### config.mk
export PLATFORM = sky130hd
export DESIGN_NAME = leb_ctrl
export DESIGN_NICKNAME = d
export VERILOG_FILES = /design/src/core/leb_pkg.sv /design/src/core/leb_blank_cnt.sv /design/src/core/leb_ctrl.sv
export SDC_FILE = /design/constraint.sdc
export NUM_CORES = 1
export LEC_CHECK = 0
export BUFFER_PORTS_ARGS = -buffer_cell sky130_fd_sc_hd__buf_2
export CORE_UTILIZATION = 32
export DETAILED_ROUTE_END_ITERATION = 7
export PLACE_DENSITY_LB_ADDON = 0.1
export SLEW_MARGIN = 10
export SYNTH_ARGS = -nofsm -noshare
export SYNTH_HDL_FRONTEND = slang
export SYNTH_HIERARCHICAL = 1
export SYNTH_SLANG_ARGS = --single-unit
### constraint.sdc
create_clock -name aclk -period 2.7 [get_ports aclk]
set_input_delay 0.27 -clock aclk [delete_from_list [all_inputs] [get_ports aclk]]
set_output_delay 0.27 -clock aclk [all_outputs]
set_load 0.02 [all_outputs]
### src/core/leb_pkg.sv
// package: register map, field positions and carrier types for the blanking control
package leb_pkg;
	localparam int LEB_DATA_W = 32;
	localparam int LEB_ADDR_W = 4;
	localparam logic [3:0] LEB_OFF_CTRL = 4'h0;
	localparam logic [3:0] LEB_OFF_STAT = 4'h4;
	localparam logic [3:0] LEB_OFF_DUR = 4'h8;
	localparam int LEB_CNT_W = 10;
	localparam logic [LEB_CNT_W-1:0] LEB_DUR_RESET = 10'h000;
	localparam logic [15:0] LEB_CTRL_RESET = 16'h0000;
	// writable bits: 15..10 and 5..0; 9..6 read as zero
	localparam logic [15:0] LEB_CTRL_MASK = 16'hfc3f;
	localparam int LEB_B_HR = 15;
	localparam int LEB_B_HF = 14;
	localparam int LEB_B_LR = 13;
	localparam int LEB_B_LF = 12;
	localparam int LEB_B_FLT = 11;
	localparam int LEB_B_CL = 10;
	localparam int LEB_B_AH = 5;
	localparam int LEB_B_AL = 4;
	localparam int LEB_B_HH = 3;
	localparam int LEB_B_HL = 2;
	localparam int LEB_B_LH = 1;
	localparam int LEB_B_LL = 0;
	localparam logic [1:0] LEB_RESP_OKAY = 2'b00;
	localparam logic [1:0] LEB_RESP_SLVERR = 2'b10;

	typedef struct packed {
		logic high_side_pwm_output;
		logic low_side_pwm_output;
		logic aux_blank;
		logic fault_in;
		logic current_limit_in;
	} leb_sig_s;

	typedef struct packed {
		logic fault_out;
		logic current_limit_out;
		logic edge_blank;
		logic state_blank;
	} leb_out_s;
endpackage

### src/core/leb_blank_cnt.sv
// blanking counter: restarts on every trigger, active while counting
`timescale 1ns/100ps
`default_nettype none
module leb_blank_cnt import leb_pkg::*; #(
	parameter int CNT_W = LEB_CNT_W
) (
	input wire logic aclk,
	input wire logic aresetn,
	input wire logic trigger,
	input wire logic [CNT_W-1:0] duration,
	output logic active
);
	typedef struct packed {
		logic [CNT_W-1:0] cnt;
		logic active;
	} leb_cnt_s;
	leb_cnt_s st;
	leb_cnt_s next_st;

	always_comb begin
		next_st = st;
		if (trigger) begin
			next_st.cnt = duration;
			next_st.active = 1'b1;
		end else if (st.active) begin
			if (st.cnt == '0) begin
				next_st.active = 1'b0;
			end else begin
				next_st.cnt = st.cnt - 1'b1;
			end
		end
	end

	always_ff @(posedge aclk) begin
		if (!aresetn) begin
			st <= '0;
		end else begin
			st <= next_st;
		end
	end

	assign active = st.active;
endmodule
`default_nettype wire

### src/core/leb_ctrl.sv
// leading-edge and state blanking for one pwm generator, with axi4-lite registers
//
// Implementation choices: the address map and the AXI4-Lite slave port.
`timescale 1ns/100ps
`default_nettype none
module leb_ctrl import leb_pkg::*; #(
	parameter int CNT_W = LEB_CNT_W
) (
	input wire logic aclk,
	input wire logic aresetn,
	input wire logic [LEB_ADDR_W-1:0] s_axi_awaddr,
	input wire logic [2:0] s_axi_awprot,
	input wire logic s_axi_awvalid,
	output logic s_axi_awready,
	input wire logic [LEB_DATA_W-1:0] s_axi_wdata,
	input wire logic [3:0] s_axi_wstrb,
	input wire logic s_axi_wvalid,
	output logic s_axi_wready,
	output logic [1:0] s_axi_bresp,
	output logic s_axi_bvalid,
	input wire logic s_axi_bready,
	input wire logic [LEB_ADDR_W-1:0] s_axi_araddr,
	input wire logic [2:0] s_axi_arprot,
	input wire logic s_axi_arvalid,
	output logic s_axi_arready,
	output logic [LEB_DATA_W-1:0] s_axi_rdata,
	output logic [1:0] s_axi_rresp,
	output logic s_axi_rvalid,
	input wire logic s_axi_rready,
	input wire leb_sig_s sig_in,
	output leb_out_s sig_out
);
	typedef struct packed {
		logic [15:0] ctrl;
		logic [CNT_W-1:0] dur;
		leb_sig_s meta;
		leb_sig_s sync;
		logic hi_prev;
		logic lo_prev;
		logic aw_got;
		logic [LEB_ADDR_W-1:0] aw_addr;
		logic w_got;
		logic [LEB_DATA_W-1:0] w_data;
		logic [3:0] w_strb;
		logic bvalid;
		logic [1:0] bresp;
		logic rvalid;
		logic [1:0] rresp;
		logic [LEB_DATA_W-1:0] rdata;
		leb_out_s outq;
	} leb_state_s;

	leb_state_s st;
	leb_state_s next_st;
	logic trigger;
	logic edge_active;

	// ----------------------------------------------------------------
	// blanking counter
	// ----------------------------------------------------------------
	leb_blank_cnt #(.CNT_W(CNT_W)) u_cnt (
		.aclk(aclk),
		.aresetn(aresetn),
		.trigger(trigger),
		.duration(st.dur),
		.active(edge_active)
	);

	// ----------------------------------------------------------------
	// edge detection on synchronised pwm outputs
	// ----------------------------------------------------------------
	always_comb begin
		trigger = 1'b0;
		if (st.ctrl[LEB_B_HR] && st.sync.high_side_pwm_output && !st.hi_prev) begin
			trigger = 1'b1;
		end
		if (st.ctrl[LEB_B_HF] && !st.sync.high_side_pwm_output && st.hi_prev) begin
			trigger = 1'b1;
		end
		if (st.ctrl[LEB_B_LR] && st.sync.low_side_pwm_output && !st.lo_prev) begin
			trigger = 1'b1;
		end
		if (st.ctrl[LEB_B_LF] && !st.sync.low_side_pwm_output && st.lo_prev) begin
			trigger = 1'b1;
		end
	end

	// ----------------------------------------------------------------
	// next state
	// ----------------------------------------------------------------
	logic state_blk;
	logic flt_blk;
	logic cl_blk;
	logic [LEB_DATA_W-1:0] wr_mask;
	logic [LEB_DATA_W-1:0] merged;
	logic wr_fire;

	always_comb begin
		next_st = st;
		state_blk = 1'b0;
		flt_blk = 1'b0;
		cl_blk = 1'b0;
		merged = '0;
		wr_fire = 1'b0;
		for (int i = 0; i < 4; i++) begin
			wr_mask[8*i +: 8] = {8{st.w_strb[i]}};
		end
		// pins pass two flip-flops; only the second stage feeds logic
		next_st.meta = sig_in;
		next_st.sync = st.meta;
		next_st.hi_prev = st.sync.high_side_pwm_output;
		next_st.lo_prev = st.sync.low_side_pwm_output;

		state_blk = state_blk | (st.ctrl[LEB_B_AH] & st.sync.aux_blank);
		state_blk = state_blk | (st.ctrl[LEB_B_AL] & ~st.sync.aux_blank);
		state_blk = state_blk | (st.ctrl[LEB_B_HH] & st.sync.high_side_pwm_output);
		state_blk = state_blk | (st.ctrl[LEB_B_HL] & ~st.sync.high_side_pwm_output);
		state_blk = state_blk | (st.ctrl[LEB_B_LH] & st.sync.low_side_pwm_output);
		state_blk = state_blk | (st.ctrl[LEB_B_LL] & ~st.sync.low_side_pwm_output);
		flt_blk = (st.ctrl[LEB_B_FLT] & edge_active) | state_blk;
		cl_blk = (st.ctrl[LEB_B_CL] & edge_active) | state_blk;
		next_st.outq.fault_out = st.sync.fault_in & ~flt_blk;
		next_st.outq.current_limit_out = st.sync.current_limit_in & ~cl_blk;
		next_st.outq.edge_blank = edge_active;
		next_st.outq.state_blank = state_blk;

		// write channel: address and data accepted in either order
		if (s_axi_awvalid && !st.aw_got) begin
			next_st.aw_got = 1'b1;
			next_st.aw_addr = s_axi_awaddr;
		end
		if (s_axi_wvalid && !st.w_got) begin
			next_st.w_got = 1'b1;
			next_st.w_data = s_axi_wdata;
			next_st.w_strb = s_axi_wstrb;
		end
		if (st.aw_got && st.w_got && !st.bvalid) begin
			wr_fire = 1'b1;
			next_st.aw_got = 1'b0;
			next_st.w_got = 1'b0;
			next_st.bvalid = 1'b1;
			next_st.bresp = LEB_RESP_OKAY;
			if (st.aw_addr == LEB_OFF_CTRL) begin
				merged = ({16'h0000, st.ctrl} & ~wr_mask) | (st.w_data & wr_mask);
				next_st.ctrl = merged[15:0] & LEB_CTRL_MASK;
			end else if (st.aw_addr == LEB_OFF_DUR) begin
				merged = ({{(LEB_DATA_W-CNT_W){1'b0}}, st.dur} & ~wr_mask) |
					(st.w_data & wr_mask);
				next_st.dur = merged[CNT_W-1:0];
			end else if (st.aw_addr == LEB_OFF_STAT) begin
				next_st.bresp = LEB_RESP_OKAY;
			end else begin
				next_st.bresp = LEB_RESP_SLVERR;
			end
		end
		if (st.bvalid && s_axi_bready) begin
			next_st.bvalid = 1'b0;
		end

		// read channel
		if (s_axi_arvalid && !st.rvalid) begin
			next_st.rvalid = 1'b1;
			next_st.rresp = LEB_RESP_OKAY;
			if (s_axi_araddr == LEB_OFF_CTRL) begin
				next_st.rdata = {16'h0000, st.ctrl};
			end else if (s_axi_araddr == LEB_OFF_STAT) begin
				next_st.rdata = {28'h0000000, st.outq.edge_blank, st.outq.state_blank,
					flt_blk, cl_blk};
			end else if (s_axi_araddr == LEB_OFF_DUR) begin
				next_st.rdata = {{(LEB_DATA_W-CNT_W){1'b0}}, st.dur};
			end else begin
				next_st.rdata = '0;
				next_st.rresp = LEB_RESP_SLVERR;
			end
		end else if (st.rvalid && s_axi_rready) begin
			next_st.rvalid = 1'b0;
		end
	end

	always_ff @(posedge aclk) begin
		if (!aresetn) begin
			st <= '0;
			st.ctrl <= LEB_CTRL_RESET;
			st.dur <= LEB_DUR_RESET;
		end else begin
			st <= next_st;
		end
	end

	// ----------------------------------------------------------------
	// outputs
	// ----------------------------------------------------------------
	assign s_axi_awready = !st.aw_got;
	assign s_axi_wready = !st.w_got;
	assign s_axi_bvalid = st.bvalid;
	assign s_axi_bresp = st.bresp;
	assign s_axi_arready = !st.rvalid;
	assign s_axi_rvalid = st.rvalid;
	assign s_axi_rresp = st.rresp;
	assign s_axi_rdata = st.rdata;
	assign sig_out = st.outq;
endmodule
`default_nettype wire

==> flow_summary.yaml, run 1 <==
status:
  status: "complete, no violations"
worst_setup_path:
  start_kind: "register"
  cp_slowest_cell: "a311o_1"
  r2r_start: "next_st[84]"
  worst-setup-path-type: "register to register"
  slowest_delay_ns: 0.48
  cp_max_fo: 13
  regToRegSetupSlack_ns: 0.67
  cp.buffers_inverters: 1
  critical-path-top-delay-family: "compound AO/OA/AOI/OAI gates"
  r2r_end: "u_cnt/st[2]"
  end_kind: "register"
  arrival_ns: 2.27
  crit_chain: "nand2_1 > o21ai_0 > a311o_1 > inv_1 > nand3_1 > o22ai_1 > a311oi_1"
  rr_worst_depth: 7
  required_ns: 2.94
synthesis:
  netlist_instances: 483
  yosysSeqAreaShare_pct: 44.7
  synth_seq_cells: 93
  avgSynthCellArea_um2: 8.62
  synth_cell_types: 55
  yosysWarnings: 6
  synth_area_um2: 4160
  synth_edf_count: 0
  ys.flop_type: "dfxtp_1"
  async_flop_share_pct: 0
global_route:
  grt_pass1_wl_um: 16000
  grt_overflow: 0
  grt_max_degree: 63
  antenna_found_initial: 0
  track_usage_pct: 15.8
  grt_pass1_vias: 3096
sta:
  fmax_ghz: 0.493
  worst_pin_slew_ns: 1.09
  finalHoldViolations: 0
  setup_tns_ns: 0
  slew_violations: 0
  post-route-period-util_pct: 75.1
  slew-limit-headroom_pct: 27.4
  fin_skew_ns: 0.00823
  rsz0062_at_grt: "no"
  setup_slack_ns: 0.672
  period_needed_ns: 2.03
  setup_viol: 0
finish:
  n_antenna_cell: 0
  drive_above_1_share_pct: 19.3
  final_cells: 685
  fillers: 1377
  regArea_um2: 1860
  layout_commonest_cell: "dfxtp_1"
  nNetsFinal: 575
  layout_common_cells: "dfxtp_1, a21oi_1, buf_2"
  syn2layout_area_growth_pct: 10.6
  multi_input_area_um2: 1900
pwr:
  leakage_nw: 1.76
  swShare_pct: 23.8
  net-switching-power_uw: 650
  vdd_drop_max_uv: 282
  p_comb_share_pct: 8.0
  power_frac_seq_pct: 52.7
  power_density_nw_per_um2: 594
  clock_power_share_pct: 39.3
  p_int_mw: 2.08
route:
  drt_iter0_markers: 254
  routed_wl_um: 9830
  vias_per_cell: 4.86
  first_pass_iters: 4
  drc: 0
  routedWlPerCell_um: 14.4
  ant_nets: 0
  vias: 3330
placed_design:
  place_inst: 673
  dpl.hpwl_um: 7100
  pre_cts_slack_ns: 0.706
  place.gp.congestion: 0.796
  port_buffers: 64
clock_tree:
  clock_path_buffers: 2
  cts_sinks: 93
  path_clk_slew_ns: 0.06
  post_cts_resized: 0
  root_buffer: "clkbuf_16"
  htreeDepth: 3
  clkLatencyLatePin_ns: 0.34
  cts_tree: "done"
  postCtsSetupRepairBufs: 0
  hold_buffers: 0
  numCtsBuffers: 9
worst_hold_path:
  hp-class: "input pin to register"
  min_from: "sig_in[0]"
  min_path_cells: 2
  whs_endpoint: "next_st[86]"
die:
  core_um2: 12700
  fp.dieH_um: 116
  die_width_um: 116
  die_area_um2: 13500
  fp-row-count: 41
  io-pin-count: 107
  start_util_pct: 32.9
flow_run:
  cap_viol_max_count: 0
[kinds of logic (layout without fill, tap and decap cells)]
group	Yosys count	count (layout)	synth area share, %
multiplexers	12	12	3.10
buffers and inverters	78	91	11.3
XOR/XNOR	5	5	1.05
AND/OR/NAND/NOR	176	176	23.4
adder cells (fa/ha/maj)	1	1	0.300
other	1	18	0.0901
flip-flops	93	93	44.7
AO/OA/AOI/OAI	117	117	16.1
[per-layer routing]
layer,part of all wire (%),up-vias,GRT usage [%]
li1,-,1685,-
met3,4.5,11,4.45
met4,1.3,0,4.96
met2,47,79,24.9
met1,48,1555,20.9
met5,0,-,0
[synthesized netlist by cell type (all sizes together), types with 7 or more instances]
| master | count | area, um2 |
|---|---|---|
| nand2 | 54 | 203 |
| nor3 | 8 | 40.0 |
| nand3 | 40 | 200 |
| dfxtp | 93 | 1860 |
| a21oi | 65 | 325 |
| inv | 9 | 33.8 |
| nor2 | 18 | 67.6 |
| clkbuf | 14 | 53.8 |
| o21ai | 29 | 145 |
| mux2 | 7 | 78.8 |
| nand2b | 7 | 43.8 |
| buf | 54 | 378 |
| and2 | 12 | 75.1 |
[how the worst max path moves through the flow]
stage	start	endpoint	slack (ns)	cells past startpoint
floorplan	next_st[84]	u_cnt/st[10]	0.98	6
global placement	next_st[84]	u_cnt/st[2]	0.77	7
detailed placement	next_st[84]	u_cnt/st[2]	0.71	7
CTS	next_st[84]	u_cnt/st[2]	0.69	7
global route	next_st[84]	u_cnt/st[2]	0.49	7
finish	next_st[84]	u_cnt/st[2]	0.67	7
[worst reg2reg max path: stages, from the launching register on]
cell	delay [ns]
dfxtp_1	0.39
nand2_1	0.07
o21ai_0	0.15
a311o_1	0.48
inv_1	0.34
nand3_1	0.17
o22ai_1	0.08
a311oi_1	0.26
[layout make-up]
| cell class | instances | area share (%) |
|---|---|---|
| multi-input combinational | 329 | 41.2 |
| sequential | 93 | 40.4 |
| timing repair buffer | 69 | 7.77 |
| clock buffer | 12 | 5.13 |
| tap | 172 | 4.67 |
| inverter | 10 | 0.815 |
[power by group through the flow]
stage / clock [mW] / combinational, mW / sequential, mW
after floorplan: 0 / 0.186 / 1.46
after global placement: 0 / 0.221 / 1.47
after detailed placement: 0 / 0.222 / 1.47
after CTS: 1.12 / 0.222 / 1.44
after global routing: 1.18 / 0.247 / 1.45
final: 1.07 / 0.219 / 1.44
[metrics by stage]
stage                     area [um2]  utilization, %  power [mW]  hold slack (ns)
after global placement          4370            34.5        1.69            0.423
final                           4610            36.3        2.74            0.140
after global routing            4610            36.3        2.87            0.140
after detailed placement        4370            34.5        1.69            0.420
after CTS                       4610            36.3        2.79            0.125
after floorplan                 4230               -        1.64            0.397
No activity file was read; power rests on OpenSTA's default activity.
==> run 2, diff against run 1 <==
==> constraint.sdc (replaced) <==
create_clock -name aclk -period 2 [get_ports aclk]
set_input_delay 0.2 -clock aclk [delete_from_list [all_inputs] [get_ports aclk]]
set_output_delay 0.2 -clock aclk [all_outputs]
set_load 0.02 [all_outputs]
==> run 2 against run 1 <==
Core utilization increased by 0.85 points. Sequential power increased by 35%. Critical path depth decreased by 1. Wire length increased by 0.41%. Non-clock buffer count increased by 6. Total power increased by 45%. Cell count increased by 1.3%. Via count decreased by 0.66%. Clock skew decreased by 0.0022 ns. Register-to-register slack got worse by 0.45 ns. Setup slack got worse by 0.45 ns. Largest power group unchanged.
==> flow_summary.yaml, run 2 (synthesis gave the netlist of run 1 again) <==
sta:
  setup_slack_ns: 0.222
  setup_tns_ns: 0
  rsz0062_at_grt: "no"
  period_needed_ns: 1.78
  fmax_ghz: 0.562
  slew_violations: 0
  post-route-period-util_pct: 88.9
  fin_skew_ns: 0.00602
  worst_pin_slew_ns: 1.13
  slew-limit-headroom_pct: 24.8
  finalHoldViolations: 0
  setup_viol: 0
worst_hold_path:
  hp-class: "input pin to register"
pwr:
  leakage_nw: 1.82
  power.total_mw: 3.96
  vdd_drop_max_uv: 362
  power_density_nw_per_um2: 840
flow_run:
  cap_viol_max_count: 0
global_route:
  grt_max_degree: 30
  grt_overflow: 0
  track_usage_pct: 15.8
  antenna_found_initial: 0
  grt_pass1_wl_um: 15900
  grt_pass1_vias: 3106
route:
  drt_iter0_markers: 145
  first_pass_iters: 6
  vias: 3308
  drc: 0
  ant_nets: 0
  routedWlPerCell_um: 14.2
  vias_per_cell: 4.77
  routed_wl_um: 9870
placed_design:
  dpl.hpwl_um: 7270
  port_buffers: 64
  post_dp_cell_area_um2: 4410
  pre_cts_slack_ns: 0.154
  place.gp.congestion: 0.787
worst_setup_path:
  cp_max_fo: 13
  required_ns: 2.25
  worst-setup-path-type: "register to register"
  start_kind: "register"
  crit_chain: "nand3b_1 > o21ai_0 > a311o_1 > inv_1 > o22ai_1 > a311oi_1"
  slowest_delay_ns: 0.40
  end_kind: "register"
  cp_slowest_cell: "a311o_1"
  arrival_ns: 2.03
die:
  fp.dieH_um: 116
  die_area_um2: 13500
  die_width_um: 116
  start_util_pct: 32.9
  fp-row-count: 41
  core_um2: 12700
  io-pin-count: 107
clock_tree:
  cts_tree: "done"
  postCtsSetupRepairBufs: 0
  numCtsBuffers: 9
  path_clk_slew_ns: 0.06
  cts_sinks: 93
  clock_path_buffers: 2
  root_buffer: "clkbuf_16"
  hold_buffers: 0
  htreeDepth: 3
  clkLatencyLatePin_ns: 0.35
status:
  status: "complete, no violations"
finish:
  layout_common_cells: "dfxtp_1, a21oi_1, buf_2"
  syn2layout_area_growth_pct: 13.2
  layout_commonest_cell: "dfxtp_1"
  n_antenna_cell: 0
  final_area_um2: 4710
  drive_above_1_share_pct: 20.9
  nNetsFinal: 581
==> run 2: per-stage QoR <==
step,cells,hold slack (ns),utilization (%)
floorplan,500,0.327,-
global placement,679,0.408,34.8
detailed placement,679,0.410,34.8
CTS,694,0.0393,37.2
global route,694,0.0451,37.2
finish,694,0.0573,37.2
==> run 2: worst paths after layout <==
check | startpoint | end | slack, ns | cells past startpoint
worst max-delay path | next_st[84] | u_cnt/st[2] | 0.22 | 6
worst min-delay path | sig_in[0] | next_st[86] | 0.06 | 2
worst max register to register | next_st[84] | u_cnt/st[2] | 0.22 | 6
worst min register to register | next_st[90] | next_st[85] | 0.43 | 1
==> run 2: what timing repair did <==
action / 4_1_cts / 5_1_grt
endpoints found under the hold margin: 0 / 0
gates resized for setup: 0 / 1
setup endpoints to repair: 0 / 1
==> run 2: area by class of cell <==
cell class | instances | area (um2)
well taps | 172 | 215
multi-input cells | 329 | 1900
flip-flops and latches | 93 | 1860
fillers | 1361 | 7960
repair buffers | 75 | 403
clock inverters | 1 | 30.0
clock buffers | 14 | 264
inverters | 10 | 37.5
==> run 2: critical path: cells and delay by family (launching register included) <==
kind,cells,cell delay [ns]
AOI/OAI and AO/OA,4,0.90
DFF,1,0.37
buffers and inverters,1,0.31
and+or+nand+nor,1,0.11
==> run 2: where the power goes <==
part / switching [mW] / internal, mW / total (mW)
clock: 0.678 / 1.03 / 1.71
combinational: 0.204 / 0.106 / 0.310
sequential: 0.0390 / 1.90 / 1.94
==> run 2: routing by layer <==
layer  up-vias  wire [um]  global-route usage, %
li1       1705          -                      -
met3        13        516                   5.33
met1      1521       4630                   20.2
met4         0        141                   5.21
met5         -          0                      0
met2        69       4580                   24.8
